===== src/core/filcs_pkg.sv =====
package filcs_pkg;

    // Bus geometry
    localparam int ADDR_W = 9;
    localparam int DATA_W = 32;
    localparam int REG_W = 8;

    // Event sources and link controllers
    localparam int NUM_EXT_EVT = 5;
    localparam int NUM_LINK = 3;
    localparam int NUM_EVT = NUM_EXT_EVT + NUM_LINK;

    // Register indices; byte address is four times the index
    localparam logic [ADDR_W-1:0] IDX_IRQ_STATUS = 9'h118;
    localparam logic [ADDR_W-1:0] IDX_IRQ_ENABLE = 9'h119;
    localparam logic [ADDR_W-1:0] IDX_IRQ_CTRL = 9'h11A;
    localparam logic [ADDR_W-1:0] IDX_LINK_SEL = 9'h11B;

    // Interrupt control fields
    localparam int CTL_CLR_MODE_BIT = 2;
    localparam int CTL_ENB_CLR_BIT = 1;
    localparam int CTL_BLK_EN_BIT = 0;
    localparam logic [REG_W-1:0] CTL_MASK = 8'h07;
    localparam logic [REG_W-1:0] CTL_RST = 8'h00;

    // Link controller select fields
    localparam int LSR_EN_LSB = 2;
    localparam int LSR_SEL_LSB = 0;
    localparam int SEL_W = 2;
    localparam logic [REG_W-1:0] LSR_MASK = 8'h1F;
    localparam logic [REG_W-1:0] LSR_RST = 8'h1C;

    // Interrupt status and enable reset values
    localparam logic [NUM_EVT-1:0] IRQ_STATUS_RST = 8'h00;
    localparam logic [NUM_EVT-1:0] IRQ_ENABLE_RST = 8'h00;

    // Controller select codes
    localparam logic [SEL_W-1:0] SEL_CTRL1_A = 2'h0;
    localparam logic [SEL_W-1:0] SEL_CTRL2 = 2'h1;
    localparam logic [SEL_W-1:0] SEL_CTRL3 = 2'h2;
    localparam logic [SEL_W-1:0] SEL_CTRL1_B = 2'h3;
    localparam logic [NUM_LINK-1:0] ONEHOT_CTRL1 = 3'h1;
    localparam logic [NUM_LINK-1:0] ONEHOT_CTRL2 = 3'h2;
    localparam logic [NUM_LINK-1:0] ONEHOT_CTRL3 = 3'h4;

    // Link transmit modes and idle flag
    localparam logic MODE_BIT_ORIENTED = 1'b0;
    localparam logic MODE_MSG_ORIENTED = 1'b1;
    localparam logic [7:0] IDLE_FLAG = 8'h7E;
    localparam int FLAG_IDX_W = 3;

    typedef enum logic [1:0] {
        FILCS_TX_DATA,
        FILCS_TX_ONES,
        FILCS_TX_FLAG
    } filcs_tx_state_e;

endpackage


===== src/core/filcs_link_if.sv =====
`timescale 1ns/1ns
// Control and data between register core and one link transmitter
interface filcs_link_if;
    logic enable;
    logic mode;
    logic msg_active;
    logic msg_bit;
    logic tx_bit;
    logic abort_pulse;

    modport core (
        output enable,
        output mode,
        output msg_active,
        output msg_bit,
        input tx_bit,
        input abort_pulse
    );

    modport tx (
        input enable,
        input mode,
        input msg_active,
        input msg_bit,
        output tx_bit,
        output abort_pulse
    );
endinterface // filcs_link_if


===== src/core/filcs_irq_cell.sv =====
`timescale 1ns/1ns
module filcs_irq_cell (
    // Clock and reset
    input wire logic clk_in,
    input wire logic rst_in,
    // Status side
    input wire logic event_in,
    input wire logic rd_clr_in,
    input wire logic wr_clr_in,
    // Enable side
    input wire logic en_wr_in,
    input wire logic en_wdata_in,
    input wire logic en_auto_clr_in,
    // State
    output logic status_out,
    output logic enable_out
);
    logic status_ff;
    logic enable_ff;

    // Sticky status; a new event beats any clear
    always_ff @(posedge clk_in or posedge rst_in) begin
        if (rst_in) begin
            status_ff <= 1'b0;
        end else if (event_in) begin
            status_ff <= 1'b1;
        end else if (rd_clr_in || wr_clr_in) begin
            status_ff <= 1'b0;
        end
    end

    // Enable bit, cleared by a status read when auto clear is on
    always_ff @(posedge clk_in or posedge rst_in) begin
        if (rst_in) begin
            enable_ff <= 1'b0;
        end else if (en_wr_in) begin
            enable_ff <= en_wdata_in;
        end else if (en_auto_clr_in) begin
            enable_ff <= 1'b0;
        end
    end

    assign status_out = status_ff;
    assign enable_out = enable_ff;
endmodule // filcs_irq_cell


===== src/core/filcs_link_tx.sv =====
`timescale 1ns/1ns
module filcs_link_tx (
    // Clock and reset
    input wire logic clk_in,
    input wire logic rst_in,
    // Link side
    filcs_link_if.tx link
);
    filcs_pkg::filcs_tx_state_e state_ff;
    filcs_pkg::filcs_tx_state_e nxt_state;
    logic [filcs_pkg::FLAG_IDX_W-1:0] flag_idx_ff;
    logic [filcs_pkg::FLAG_IDX_W-1:0] nxt_flag_idx;
    logic tx_bit_ff;
    logic nxt_tx_bit;
    logic abort_ff;

    // Disabled controller sends ones or idle flags by mode
    always_comb begin
        if (link.enable) begin
            nxt_state = filcs_pkg::FILCS_TX_DATA;
        end else if (link.mode == filcs_pkg::MODE_MSG_ORIENTED) begin
            nxt_state = filcs_pkg::FILCS_TX_FLAG;
        end else begin
            nxt_state = filcs_pkg::FILCS_TX_ONES;
        end
    end

    // Flag bit position restarts on entry to flag state
    always_comb begin
        if (state_ff == filcs_pkg::FILCS_TX_FLAG) begin
            nxt_flag_idx = flag_idx_ff + 3'h1;
        end else begin
            nxt_flag_idx = 3'h0;
        end
    end

    // Line bit per state
    always_comb begin
        unique case (nxt_state)
            filcs_pkg::FILCS_TX_DATA: nxt_tx_bit = link.msg_bit;
            filcs_pkg::FILCS_TX_ONES: nxt_tx_bit = 1'b1;
            filcs_pkg::FILCS_TX_FLAG: nxt_tx_bit = filcs_pkg::IDLE_FLAG[nxt_flag_idx];
        endcase
    end

    // State, flag position and line bit
    always_ff @(posedge clk_in or posedge rst_in) begin
        if (rst_in) begin
            state_ff <= filcs_pkg::FILCS_TX_DATA;
            flag_idx_ff <= 3'h0;
            tx_bit_ff <= 1'b1;
        end else begin
            state_ff <= nxt_state;
            flag_idx_ff <= nxt_flag_idx;
            tx_bit_ff <= nxt_tx_bit;
        end
    end

    // Pulse when a message in flight is cut off
    always_ff @(posedge clk_in or posedge rst_in) begin
        if (rst_in) begin
            abort_ff <= 1'b0;
        end else begin
            abort_ff <= (state_ff == filcs_pkg::FILCS_TX_DATA) && !link.enable
                && link.msg_active;
        end
    end

    assign link.tx_bit = tx_bit_ff;
    assign link.abort_pulse = abort_ff;
endmodule // filcs_link_tx


===== src/core/filcs_regs.sv =====
`timescale 1ns/1ns
module filcs_regs (
    // Clock and reset
    input wire logic mclk_in,
    input wire logic reset_in,
    // Avalon-MM slave
    input wire logic [filcs_pkg::ADDR_W-1:0] avs_address_in,
    input wire logic avs_read_in,
    input wire logic avs_write_in,
    input wire logic [filcs_pkg::DATA_W-1:0] avs_writedata_in,
    input wire logic [3:0] avs_byteenable_in,
    output logic [filcs_pkg::DATA_W-1:0] avs_readdata_out,
    output logic avs_waitrequest_out,
    // Framer status events
    input wire logic [filcs_pkg::NUM_EXT_EVT-1:0] event_in,
    // Link controller message side
    input wire logic [filcs_pkg::NUM_LINK-1:0] link_mode_in,
    input wire logic [filcs_pkg::NUM_LINK-1:0] link_msg_active_in,
    input wire logic [filcs_pkg::NUM_LINK-1:0] link_msg_bit_in,
    // Link controller outputs
    output logic [filcs_pkg::NUM_LINK-1:0] link_tx_bit_out,
    output logic [filcs_pkg::NUM_LINK-1:0] link_enable_out,
    output logic [filcs_pkg::NUM_LINK-1:0] link_select_out,
    // Interrupt
    output logic irq_out
);
    // Bus handshake
    logic wait_ff;
    logic nxt_wait;
    logic req_new;
    logic req_done;
    logic wr_done;
    logic rd_done;
    logic [filcs_pkg::DATA_W-1:0] rdata_ff;
    logic [filcs_pkg::DATA_W-1:0] nxt_rdata;

    // Register strobes
    logic wr_status;
    logic wr_enable;
    logic wr_ctrl;
    logic wr_sel;
    logic rd_status_new;
    logic rd_status_done;

    // Zero-filled read words
    logic [filcs_pkg::DATA_W-1:0] rword_status;
    logic [filcs_pkg::DATA_W-1:0] rword_enable;
    logic [filcs_pkg::DATA_W-1:0] rword_ctrl;
    logic [filcs_pkg::DATA_W-1:0] rword_sel;

    // Address decode
    logic hit_status;
    logic hit_enable;
    logic hit_ctrl;
    logic hit_sel;
    logic lane0;

    // Registers
    logic [filcs_pkg::REG_W-1:0] ctl_reg_ff;
    logic [filcs_pkg::REG_W-1:0] lsr_ff;
    logic [filcs_pkg::NUM_LINK-1:0] sel_onehot_ff;
    logic [filcs_pkg::NUM_LINK-1:0] nxt_sel_onehot;
    logic irq_ff;

    // Control fields
    logic clr_on_write;
    logic enb_auto_clr;
    logic blk_irq_en;
    logic [filcs_pkg::SEL_W-1:0] sel_code;

    // Interrupt cells
    logic [filcs_pkg::NUM_EVT-1:0] evt_all;
    logic [filcs_pkg::NUM_EVT-1:0] status_vec;
    logic [filcs_pkg::NUM_EVT-1:0] enable_vec;
    logic [filcs_pkg::NUM_EVT-1:0] rd_seen_ff;
    logic [filcs_pkg::NUM_EVT-1:0] rd_clr_vec;
    logic [filcs_pkg::NUM_EVT-1:0] wr_clr_vec;
    logic [filcs_pkg::NUM_EVT-1:0] en_auto_vec;
    logic [filcs_pkg::NUM_EVT-1:0] wdata_evt;
    logic [filcs_pkg::NUM_LINK-1:0] abort_vec;
    logic [filcs_pkg::NUM_LINK-1:0] tx_bit_vec;
    logic [filcs_pkg::NUM_EVT-1:0] pend_vec;

    // Field extraction
    assign clr_on_write = ctl_reg_ff[filcs_pkg::CTL_CLR_MODE_BIT];
    assign enb_auto_clr = ctl_reg_ff[filcs_pkg::CTL_ENB_CLR_BIT];
    assign blk_irq_en = ctl_reg_ff[filcs_pkg::CTL_BLK_EN_BIT];
    assign sel_code = lsr_ff[filcs_pkg::LSR_SEL_LSB +: filcs_pkg::SEL_W];

    // Request phases: new request, then accepted one cycle later
    assign req_new = (avs_read_in || avs_write_in) && wait_ff;
    assign req_done = (avs_read_in || avs_write_in) && !wait_ff;
    assign wr_done = req_done && avs_write_in;
    assign rd_done = req_done && avs_read_in;
    assign lane0 = avs_byteenable_in[0];

    // Decode
    assign hit_status = (avs_address_in == filcs_pkg::IDX_IRQ_STATUS);
    assign hit_enable = (avs_address_in == filcs_pkg::IDX_IRQ_ENABLE);
    assign hit_ctrl = (avs_address_in == filcs_pkg::IDX_IRQ_CTRL);
    assign hit_sel = (avs_address_in == filcs_pkg::IDX_LINK_SEL);

    // Per-register strobes; lane 0 carries every register
    assign wr_status = wr_done && hit_status && lane0;
    assign wr_enable = wr_done && hit_enable && lane0;
    assign wr_ctrl = wr_done && hit_ctrl && lane0;
    assign wr_sel = wr_done && hit_sel && lane0;
    assign rd_status_new = req_new && avs_read_in && hit_status;
    assign rd_status_done = rd_done && hit_status;

    // Waitrequest drops for exactly one cycle per request
    assign nxt_wait = !req_new;

    // Wait state register
    always_ff @(posedge mclk_in or posedge reset_in) begin
        if (reset_in) begin
            wait_ff <= 1'b1;
        end else begin
            wait_ff <= nxt_wait;
        end
    end

    // Read words; bits above each register read zero
    always_comb begin
        rword_status = '0;
        rword_enable = '0;
        rword_ctrl = '0;
        rword_sel = '0;
        rword_status[filcs_pkg::NUM_EVT-1:0] = status_vec;
        rword_enable[filcs_pkg::NUM_EVT-1:0] = enable_vec;
        rword_ctrl[filcs_pkg::REG_W-1:0] = ctl_reg_ff & filcs_pkg::CTL_MASK;
        rword_sel[filcs_pkg::REG_W-1:0] = lsr_ff & filcs_pkg::LSR_MASK;
    end

    // Read data mux; unmapped indices read zero
    always_comb begin
        nxt_rdata = '0;
        if (hit_status) begin
            nxt_rdata = rword_status;
        end else if (hit_enable) begin
            nxt_rdata = rword_enable;
        end else if (hit_ctrl) begin
            nxt_rdata = rword_ctrl;
        end else if (hit_sel) begin
            nxt_rdata = rword_sel;
        end
    end

    // Read data captured at request, held until the next read
    always_ff @(posedge mclk_in or posedge reset_in) begin
        if (reset_in) begin
            rdata_ff <= '0;
        end else if (req_new && avs_read_in) begin
            rdata_ff <= nxt_rdata;
        end
    end

    // Status bits the pending read has shown to software
    always_ff @(posedge mclk_in or posedge reset_in) begin
        if (reset_in) begin
            rd_seen_ff <= '0;
        end else if (rd_status_new) begin
            rd_seen_ff <= status_vec;
        end
    end

    // Interrupt control register; reserved bits dropped
    always_ff @(posedge mclk_in or posedge reset_in) begin
        if (reset_in) begin
            ctl_reg_ff <= filcs_pkg::CTL_RST;
        end else if (wr_ctrl) begin
            ctl_reg_ff <= avs_writedata_in[filcs_pkg::REG_W-1:0] & filcs_pkg::CTL_MASK;
        end
    end

    // Link select register; enables come up set
    always_ff @(posedge mclk_in or posedge reset_in) begin
        if (reset_in) begin
            lsr_ff <= filcs_pkg::LSR_RST;
        end else if (wr_sel) begin
            lsr_ff <= avs_writedata_in[filcs_pkg::REG_W-1:0] & filcs_pkg::LSR_MASK;
        end
    end

    // Select code to one-hot controller
    always_comb begin
        unique case (sel_code)
            filcs_pkg::SEL_CTRL1_A: nxt_sel_onehot = filcs_pkg::ONEHOT_CTRL1;
            filcs_pkg::SEL_CTRL2: nxt_sel_onehot = filcs_pkg::ONEHOT_CTRL2;
            filcs_pkg::SEL_CTRL3: nxt_sel_onehot = filcs_pkg::ONEHOT_CTRL3;
            filcs_pkg::SEL_CTRL1_B: nxt_sel_onehot = filcs_pkg::ONEHOT_CTRL1;
        endcase
    end

    // Registered select keeps the output off the decode
    always_ff @(posedge mclk_in or posedge reset_in) begin
        if (reset_in) begin
            sel_onehot_ff <= filcs_pkg::ONEHOT_CTRL1;
        end else begin
            sel_onehot_ff <= nxt_sel_onehot;
        end
    end

    // Event vector: external sources low, link aborts high
    assign evt_all = {abort_vec, event_in};

    // Write data as seen by the event bits
    assign wdata_evt = avs_writedata_in[filcs_pkg::NUM_EVT-1:0];

    // Pending interrupts: status gated by enables
    assign pend_vec = status_vec & enable_vec;

    // Mode 0: a status read drops the bits it showed
    always_comb begin
        rd_clr_vec = '0;
        if (rd_status_done && !clr_on_write) begin
            rd_clr_vec = rd_seen_ff;
        end
    end

    // Auto clear: a status read drops enables of bits shown set
    always_comb begin
        en_auto_vec = '0;
        if (rd_status_done && enb_auto_clr) begin
            en_auto_vec = rd_seen_ff;
        end
    end

    // Mode 1: written ones drop status bits
    always_comb begin
        wr_clr_vec = '0;
        if (wr_status && clr_on_write) begin
            wr_clr_vec = wdata_evt;
        end
    end

    // One status/enable cell per event
    for (genvar i = 0; i < filcs_pkg::NUM_EVT; i++) begin : g_irq
        filcs_irq_cell u_cell (
            .clk_in(mclk_in),
            .rst_in(reset_in),
            .event_in(evt_all[i]),
            .rd_clr_in(rd_clr_vec[i]),
            .wr_clr_in(wr_clr_vec[i]),
            .en_wr_in(wr_enable),
            .en_wdata_in(wdata_evt[i]),
            .en_auto_clr_in(en_auto_vec[i]),
            .status_out(status_vec[i]),
            .enable_out(enable_vec[i])
        );
    end

    // One transmitter per link controller
    for (genvar k = 0; k < filcs_pkg::NUM_LINK; k++) begin : g_link
        filcs_link_if u_if ();

        assign u_if.enable = lsr_ff[filcs_pkg::LSR_EN_LSB + k];
        assign u_if.mode = link_mode_in[k];
        assign u_if.msg_active = link_msg_active_in[k];
        assign u_if.msg_bit = link_msg_bit_in[k];
        assign tx_bit_vec[k] = u_if.tx_bit;
        assign abort_vec[k] = u_if.abort_pulse;

        filcs_link_tx u_tx (
            .clk_in(mclk_in),
            .rst_in(reset_in),
            .link(u_if.tx)
        );
    end

    // Interrupt level gated by block enable
    always_ff @(posedge mclk_in or posedge reset_in) begin
        if (reset_in) begin
            irq_ff <= 1'b0;
        end else begin
            irq_ff <= blk_irq_en && |pend_vec;
        end
    end

    // Bus outputs
    assign avs_readdata_out = rdata_ff;
    assign avs_waitrequest_out = wait_ff;

    // Link and interrupt outputs
    assign link_tx_bit_out = tx_bit_vec;
    assign link_enable_out = lsr_ff[filcs_pkg::LSR_EN_LSB +: filcs_pkg::NUM_LINK];
    assign link_select_out = sel_onehot_ff;
    assign irq_out = irq_ff;
endmodule // filcs_regs


===== config.mk =====
export PLATFORM = sky130hd
export DESIGN_NAME = filcs_regs
export DESIGN_NICKNAME = d
export VERILOG_FILES = /design/src/core/filcs_pkg.sv /design/src/core/filcs_link_if.sv /design/src/core/filcs_irq_cell.sv /design/src/core/filcs_link_tx.sv /design/src/core/filcs_regs.sv
export SDC_FILE = /design/constraint.sdc
export NUM_CORES = 1
export LEC_CHECK = 0
export ABC_AREA = 0
export BUFFER_PORTS_ARGS = -buffer_cell sky130_fd_sc_hd__buf_2
export CAP_MARGIN = 20
export CORE_UTILIZATION = 53
export DETAILED_ROUTE_END_ITERATION = 12
export PLACE_DENSITY = 0.94
export SYNTH_ARGS = -nofsm -noshare
export SYNTH_HDL_FRONTEND = slang
export SYNTH_SLANG_ARGS = --single-unit

===== constraint.sdc =====
create_clock -name mclk_in -period 2.6 [get_ports mclk_in]
set_input_delay 0 -clock mclk_in [delete_from_list [all_inputs] [get_ports mclk_in]]
set_output_delay 0 -clock mclk_in [all_outputs]
set_load 0.02 [all_outputs]

======== After elaboration in Yosys (flattened, before gate mapping) ========
Memories as Yosys holds them, arrays and structs flattened.
Index checks and enable logic that the tools add are counted.
storage, ports and cells
  flip-flop bits (word level) ............. 90
  bits in read-only memories .............. 24
  input bits .............................. 63
  output and inout bits ................... 43
  memories kept ........................... 3
memories
  memory            words  width  rd ports  clocked after memory_dff  wr ports  line                 RTL
  (name not given)  8      1      1         0                         0         filcs_link_tx.sv:42  filcs_pkg::FILCS_TX_FLAG: nxt_tx_bit = filcs_pkg::IDLE_FLAG[nxt_flag_idx];
  (name not given)  8      1      1         0                         0         filcs_link_tx.sv:42
  (name not given)  8      1      1         0                         0         filcs_link_tx.sv:42
cells by class
  add/subtract/negate cells ............... 3
  order comparisons ....................... 3
  eq/ne operators ......................... 16
  mux-type cells .......................... 55
  bitwise operators ....................... 1
  reductions and logical operators ........ 65
operators with widths
  kind                 number
  $eq 9x9->1 const B   4
  $mux 1               35
  $mux 32              1
  $mux 8               4
  $reduce_bool 2->1    16
  $logic_and 1x1->1    25
  $eq 2x2->1 const B   8
  $logic_not 2->1      7
  $lt 3x4->1 const B   3
  $mux 2               6
  $mux 5               2
  $add 3x1->3 const B  3
  $logic_or 1x1->1     9
  $mux 3               3
  $pmux 1 s3           3
  $pmux 3 s3           1
  $and 8x8->8          1
  $eq 2x1->1 const B   4
  $reduce_or 8->1      1
  $logic_not 1->1      6
  $reduce_or 2->1      1

======== Longest topological paths before layout ========
Gate-level depths: netlist of the first run.
  word-level depth ........................ 10
  depth in mapped cells ................... 6

======== By module ========
Synthesis of the first run repeated with hierarchy kept, for this count alone.
unflattened totals
  cell total of the unflattened synthesis .. 302
  area, all modules ....................... 3358.2 µm²
modules (own cells, without submodules)
  module          times used  cells an instance  area each (µm²)
  filcs_regs      1           169                1820.5
  filcs_link_tx   3           23                 289.0
  filcs_irq_cell  8           8                  83.8

======== Least setup slack after synthesis of the first run ========
Ideal clock, no wire load.
  path kind ............................... input to register
  from .................................... input avs_address_in[5] (netlist bit)
  to ...................................... register rd_seen_ff[0] (netlist bit)
  setup time .............................. 0.125 ns
  data arrival time ....................... 1.686 ns
  setup slack ............................. 0.789 ns
  stages .................................. 6
  buffers on the path ..................... 2
  cell sequence ........................... or4b_1 > buf_6 > or3_4 > nor3_4 > buf_6 > mux2_2
between the ends
  longest elaborated chain between the ends .. 2
RTL lines
  what                    line               RTL
  start: declaration      filcs_regs.sv:7    input wire logic [filcs_pkg::ADDR_W-1:0] avs_address_in,
  $eq 9x9->1              filcs_regs.sv:98   assign hit_status = (avs_address_in == filcs_pkg::IDX_IRQ_STATUS);
  $logic_and 1x1->1       filcs_regs.sv:108  assign rd_status_new = req_new && avs_read_in && hit_status;
  end signal: assignment  filcs_regs.sv:163  rd_seen_ff <= status_vec;
  end: declaration        filcs_regs.sv:75   logic [filcs_pkg::NUM_EVT-1:0] rd_seen_ff;
Every way passes these cells.
A chain may end at the register's enable or synchronous reset.

======== Worst setup path after layout of the first run ========
  from .................................... register wait_ff, in the netlist avs_waitrequest_out
  to ...................................... register g_irq[2].u_cell.status_ff
between the ends
  longest elaborated chain between the ends .. 9
RTL lines
  what                                  line                  RTL
  start: declaration                    filcs_regs.sv:28      logic wait_ff;
  start signal: assignment              filcs_regs.sv:119     wait_ff <= nxt_wait;
  $logic_not 1->1 *                     filcs_regs.sv:92      assign req_done = (avs_read_in || avs_write_in) && !wait_ff;
  $logic_and 1x1->1 *                   filcs_regs.sv:92
  $logic_and 1x1->1                     filcs_regs.sv:93      assign wr_done = req_done && avs_write_in;
  $logic_and 1x1->1 (2 in a row)        filcs_regs.sv:104     assign wr_status = wr_done && hit_status && lane0;
  $logic_and 1x1->1                     filcs_regs.sv:232     if (wr_status && clr_on_write) begin
  $mux 8                                filcs_regs.sv:232
  $logic_or 1x1->1 *                    filcs_irq_cell.sv:27  end else if (rd_clr_in || wr_clr_in) begin
  $reduce_bool 2->1 (no source line) *  n/a
  end signal: assignment                filcs_irq_cell.sv:24  status_ff <= 1'b0;
  end signal: assignment                filcs_irq_cell.sv:26  status_ff <= 1'b1;
  end signal: assignment                filcs_irq_cell.sv:28  status_ff <= 1'b0;
  end: declaration                      filcs_irq_cell.sv:18  logic status_ff;
Every way passes the cells marked *; elsewhere a longest branch is shown, timed or not.

==> results of run 1 <==
[power groups by stage]
stage	Combinational (W)	Sequential [W]	Clock (W)
final	0.000206	0.00107	0.000889
after global routing	0.000225	0.00107	0.000959
after CTS	0.000203	0.00107	0.000904
after detailed placement	0.000172	0.00109	0
after global placement	0.000167	0.00109	0
after floorplan	0.000142	0.00109	0
[cell families after synthesis]
family | Yosys count | share of synthesized area (%)
buf+inv | 47 | 9.71
flops | 66 | 52.6
xor+xnor | 3 | 0.832
compound gates | 47 | 10.9
other cells | 1 | 0.119
mux | 22 | 8.56
fa+ha+maj | 5 | 1.98
simple gates | 74 | 15.3
[state kept, by name, summed over array words and instances, names as in the netlist, 3 cells and up]
signal	cells
g_link.u_tx.flag_idx_ff	9
avs_readdata_out	8
g_irq.u_cell.enable_out	8
g_irq.u_cell.status_out	8
rd_seen_ff	8
g_link.u_tx.state_ff	6
lsr_ff	5
ctl_reg_ff	3
g_link.u_tx.link.abort_pulse	3
g_link.u_tx.link.tx_bit	3
link_select_out	3
[worst reg2reg max path, cell delays in order, from the launching register on]
cell and delay, ps:
dfstp_2 390, or4b_1 540, nor4_2 170, buf_4 220, nand2_1 70, a31o_2 220, dlygate4sd3_1 550
[synth_stat cells, drive strengths merged]
cell type / n / area, um2
a22o: 5 / 43.8
a22oi: 6 / 45.0
nand3b: 2 / 15.0
or4b: 2 / 20.0
and4b: 1 / 10.0
dfrtp: 58 / 1450
dfstp: 8 / 210
a21oi: 6 / 30.0
nor2b: 7 / 43.8
nand4: 1 / 6.26
and2: 6 / 37.5
nor4: 4 / 67.6
buf: 34 / 258
a221o: 3 / 30.0
nand2b: 1 / 6.26
conb: 1 / 3.75
a211oi: 5 / 37.5
mux4: 2 / 45.0
o21ai: 7 / 35.0
mux2: 20 / 225
a31o: 8 / 70.1
nand2: 22 / 82.6
clkbuf: 3 / 11.3
nor4b: 4 / 35.0
a41oi: 1 / 8.76
nor3: 2 / 21.3
and3b: 3 / 26.3
o211ai: 1 / 7.51
inv: 10 / 37.5
a21o: 5 / 37.5
nor3b: 7 / 52.6
or3: 1 / 11.3
ha: 5 / 62.6
or3b: 1 / 8.76
xnor2: 3 / 26.3
nor2: 10 / 37.5
[routing by layer]
layer / global-route usage (%) / part of all wire [%]
met4: 14.0 / 2.9
met3: 7.36 / 5.3
met5: 0 / 0
met2: 38.6 / 51
met1: 29.8 / 41
[worst max-delay path by stage]
stage,start,depth (start not counted),endpoint
after floorplan,avs_address_in[5],6,rd_seen_ff[0]
after global placement,avs_address_in[5],5,rd_seen_ff[3]
after detailed placement,avs_address_in[5],5,rd_seen_ff[3]
after CTS,avs_waitrequest_out,6,g_irq[2].u_cell.status_out
after global routing,avs_waitrequest_out,6,g_irq[2].u_cell.status_out
final,avs_waitrequest_out,6,g_irq[2].u_cell.status_out
[layout by cell type (no fill, tap or decap), types with 6 or more instances in the layout]
| master | instances |
|---|---|
| o21ai_0 | 7 |
| nand2_1 | 22 |
| conb_1 | 24 |
| buf_4 | 6 |
| dlygate4sd3_1 | 27 |
| dfrtp_1 | 58 |
| nor3b_1 | 7 |
| mux2_2 | 20 |
| and2_1 | 6 |
| buf_2 | 54 |
| clkbuf_8 | 12 |
| inv_1 | 9 |
| nor2b_1 | 7 |
| a22oi_1 | 6 |
| dfstp_2 | 8 |
| nor2_1 | 10 |
| a31o_2 | 7 |
| a21oi_1 | 6 |
[cell type report]
type | count | share of cell area, %
flip-flops and latches | 66 | 42.8
multi-input cells | 175 | 32.9
repair buffers | 88 | 15.6
clock buffers | 14 | 4.45
well taps | 72 | 2.32
inverters | 10 | 0.968
clock inverters | 2 | 0.903
[stage by stage]
step	instance area, um2	worst slack [ps]	total power [W]	hold WS, ps	utilization (%)
after floorplan	3240	789	0.00123	60.7	-
after global placement	3400	548	0.00126	-47.8	60.6
after detailed placement	3400	520	0.00126	-37.7	60.6
after CTS	3880	348	0.00218	109	69.2
after global routing	3880	247	0.00226	137	69.2
final	3880	346	0.00217	121	69.2
==> results.md, run 1 <==
- Syn Area/Cell: 11.9 um2
- TritonCTS clock tree: built
- Register Area: 1660 um2
- Period utilisation layout: 86.7%
- Critical path's largest stage delay: 550 ps
- Ports: 106
- Vias in the first global route: 2,360
- Clock-pin slew on the worst setup and hold paths: 70 ps
- Distinct cells, synth: 41
- Detailed Place HPWL: 4.44 mm
- Max clock buf depth: 2
- Max VDD drop: 326 uV
- Multi-input logic area: 1280 um2
- Hold_buf cts: 27
- Final hold violations: 0
- Critical Path Fanout Max: 8
- Family with the most delay on the worst path: simple AND/OR/NAND/NOR gates
- Comb pwr share: 9.5%
- Die Wd: 79.2 um
- Max cap viols: 0
- R2R depth: 6
- Clk sinks: 66
- Worst rel slew slack: 63.2%
- CP Class: reg2reg
- RSZ-0062 raised after global routing: false
- Via/cell ratio: 5.44
- Worst-Skew Late Latency: 350 ps
- Switching Fraction: 23.3%
- # rows: 27
- Total gr overflow: 0
- N_diodes: 0
- DRT Wirelength: 6.87 mm
- Cells after DPL: 384
- Post-CTS setup buffer count: 0
- Drt first-iter violations: 234
- Hold_sp: avs_read_in
- Synth warn: 0
- Gpl congestion: 0.775
- Nets: 418
- Leak pwr: 1.83 nW
- Critical R2R Launch: avs_waitrequest_out
- Tot GR Track Use: 24.5%
- Layout cells sized above 1: 33.8%
- Die height: 79.2 um
- WP data required: 2830 ps
- Hold depth: 4
- Startpoint Class: register
- H-tree levels: 3
- Largest net degree at the start of global routing: 55
- Status: finished clean
- # DRC: 0
- Slowest cell on the critical path: dlygate4sd3_1
- CP arrival: 2490 ps
- Non-filler cells, final: 427
- Internal: 0.00166 W
- First-pass GRT wire length: 11.2 mm
- Critical-path cell list: or4b_1, nor4_2, buf_4, nand2_1, a31o_2, dlygate4sd3_1
- Pre-antenna DRT Iters: 4
- Setup Skew: 7.51 ps
- Sw power: 0.000505 W
- Clock network power share: 41.0%
- Setup crit end kind: register
- Effective utilization at floorplan: 56.3%
- Area Overhead vs Synth: 22.8%
- CTS Buf Count: 9
- Worst-margin pin slew: 551 ps
- PortBufs: 54
- Reg2Reg Capture Point: g_irq[2].u_cell.status_out
- Reg-to-reg slack, setup: 350 ps
- Pwr dens: 559 nW/um2
- Total number of vias: 2,322
- Core Area: 5610 um2
- DR WL/cell: 16.1 um
- Hold Path Class: in2reg
- Slew Limit Fails: 0
- Fmax achieved: 0.444 GHz
- Setup violations, final: 0
- Cells after Synth: 265
- Synthesized flop and latch total: 66
- CP Buf/Inv Count: 2
- Sequential element share of the synthesized area: 52.6%
- Hold path endpoint: avs_readdata_out[4]
- Post-CTS sizing: 0
- Seq pwr share: 49.5%
- Initial antenna violation count: 0
- Synth Cell Area: 3160 um2
- Routed Antenna Nets: 0
- Minimum clock period after layout: 2250 ps
- Fillers: 394
- Clock root buffer: clkbuf_8
- Final setup TNS: 0 ps
- Die Area: 6270 um2
Note: power is estimated with default switching activity, not from simulation.
==> run 2, diff against run 1 <==
CORE_UTILIZATION = 45   (was 53)
PLACE_DENSITY = 0.86   (was 0.94)
clock period = 1.85 ns   (was 2.6 ns; I/O delays follow)
==> run 2 against run 1 <==
Effect of this change:
- sequential power increased by 41%
- critical endpoint is now rd_seen_ff[3]
- clock skew fell by 0.96 ps
- global-route usage shrank 5.4 points
- clock power grew 12%
- critical path type unchanged
- critical path depth decreased by 1
==> results.md, run 2 (synthesis gave the netlist of run 1 again) <==
- Drt first-iter violations: 78
- Clk sinks: 66
- Pre-antenna DRT Iters: 4
- Tot GR Track Use: 19.0%
- Critical Path Source: avs_waitrequest_out
- Setup crit end kind: register
- N_diodes: 0
- Worst-margin pin slew: 551 ps
- WP data required: 2080 ps
- Register Area: 1660 um2
- Fillers: 544
- Total gr overflow: 0
- CP Class: reg2reg
- Layout cells sized above 1: 35.9%
- # rows: 30
- Hold_sp: avs_address_in[2]
- Hold Path Class: in2reg
- Final setup TNS: 0 ps
- Nets: 424
- DRT Wirelength: 6.55 mm
- Setup Skew: 6.55 ps
- Total number of vias: 2,285
- Ports: 106
- Max VDD drop: 594 uV
- Worst-Skew Late Latency: 340 ps
- Detailed Place HPWL: 4.54 mm
- Worst rel slew slack: 63.2%
- Slew Limit Fails: 0
- First-pass GRT wire length: 10.6 mm
- Clock root buffer: clkbuf_8
- Critical Path Fanout Max: 6
- Area Overhead vs Synth: 23.7%
- Commonest non-fill, non-tap cell in the layout: dfrtp_1
- Setup violations, final: 0
- Multi-input logic area: 1280 um2
- Non-filler cells, final: 455
- Core Area: 6790 um2
- Status: finished clean
- Die height: 85.8 um
- # DRC: 0
- Largest net degree at the start of global routing: 42
- Max cap viols: 0
- CP arrival: 2000 ps
- RSZ-0062 raised after global routing: false
- Pwr dens: 718 nW/um2
- TritonCTS clock tree: built
- Most frequent cells in the layout: dfrtp_1, buf_2, dlygate4sd3_1, conb_1, nand2_1
- Gpl congestion: 0.827
- Final hold violations: 0
- Max reg flops: 9
- DR WL/cell: 14.4 um
- Critical R2R Launch: avs_waitrequest_out
- Vias in the first global route: 2,172
- H-tree levels: 3
- Via/cell ratio: 5.02
- Minimum clock period after layout: 1780 ps
- Effective utilization at floorplan: 46.5%
- Die Wd: 85.8 um
- Die Area: 7360 um2
- CTS Buf Count: 9
- Leak pwr: 1.85 nW
- Post-CTS setup buffer count: 0
- Fmax achieved: 0.562 GHz
- Startpoint Class: register
- Cells after DPL: 416
- Period utilisation layout: 96.1%
- Clock-pin slew on the worst setup and hold paths: 70 ps
- Register with the most flip-flops: g_link.u_tx.flag_idx_ff
- Routed Antenna Nets: 0
- Max clock buf depth: 2
- PortBufs: 54
- Initial antenna violation count: 0
[run 2: what timing repair did]
action,CTS,global route
resized for setup,0,2
setup endpoints to repair,0,5
hold buffers,25,0
hold endpoints to repair,60,0
[run 2: routing by layer]
metal	GRT usage (%)	vias up	part of all wire, %
li1	-	1070	-
met1	25.3	1140	44
met5	0	-	0
met3	3.08	16	3.9
met2	30.0	59	49
met4	10.5	0	2.7
[run 2: report_power, final]
group	leakage, nW	switching [W]	total, W	internal (W)
logic	0.955	0.000168	0.000293	0.000125
registers	0.807	0.0000244	0.00151	0.00148
clock network	0.0875	0.000503	0.00100	0.000497
[run 2: area by class of cell]
class	instances	share of cell area [%]
multi-input cells	175	32.7
flip-flops and latches	66	42.6
well taps	96	3.08
clock buffers	10	3.52
inverters	10	0.961
clock inverters	4	0.513
repair buffers	94	16.6
[run 2: through the flow]
| step | setup slack, ps | total power (W) | area, um2 | hold WS (ps) | util [%] |
|---|---|---|---|---|---|
| floorplan | 39.5 | 0.00173 | 3240 | 60.7 | - |
| global placement | 9.47 | 0.00177 | 3490 | 68.7 | 51.4 |
| detailed placement | -26.4 | 0.00178 | 3490 | 83.3 | 51.4 |
| CTS | 51.3 | 0.00281 | 3900 | 228 | 57.4 |
| global route | 6.47 | 0.00292 | 3910 | 254 | 57.5 |
| finish | 72.0 | 0.00280 | 3910 | 235 | 57.5 |
[run 2: path summary, 6_finish.rpt]
path / to / slack, ps / cells past startpoint
max: rd_seen_ff[3] / 70 / 5
min: avs_readdata_out[4] / 240 / 5
max reg2reg: rd_seen_ff[3] / 70 / 5
min reg2reg: g_irq[6].u_cell.status_out / 460 / 1
max in group asynchronous: link_select_out[0] / 920 / 4
min in group asynchronous: g_link[1].u_tx.state_ff[0] / 270 / 3
[run 2: worst max-delay path, cell delays in order (launching register included)]
cell     delay (ps)
dfstp_2         570
nand2_2          60
or3_4           350
nor3_4          170
buf_6           160
mux2_2          330
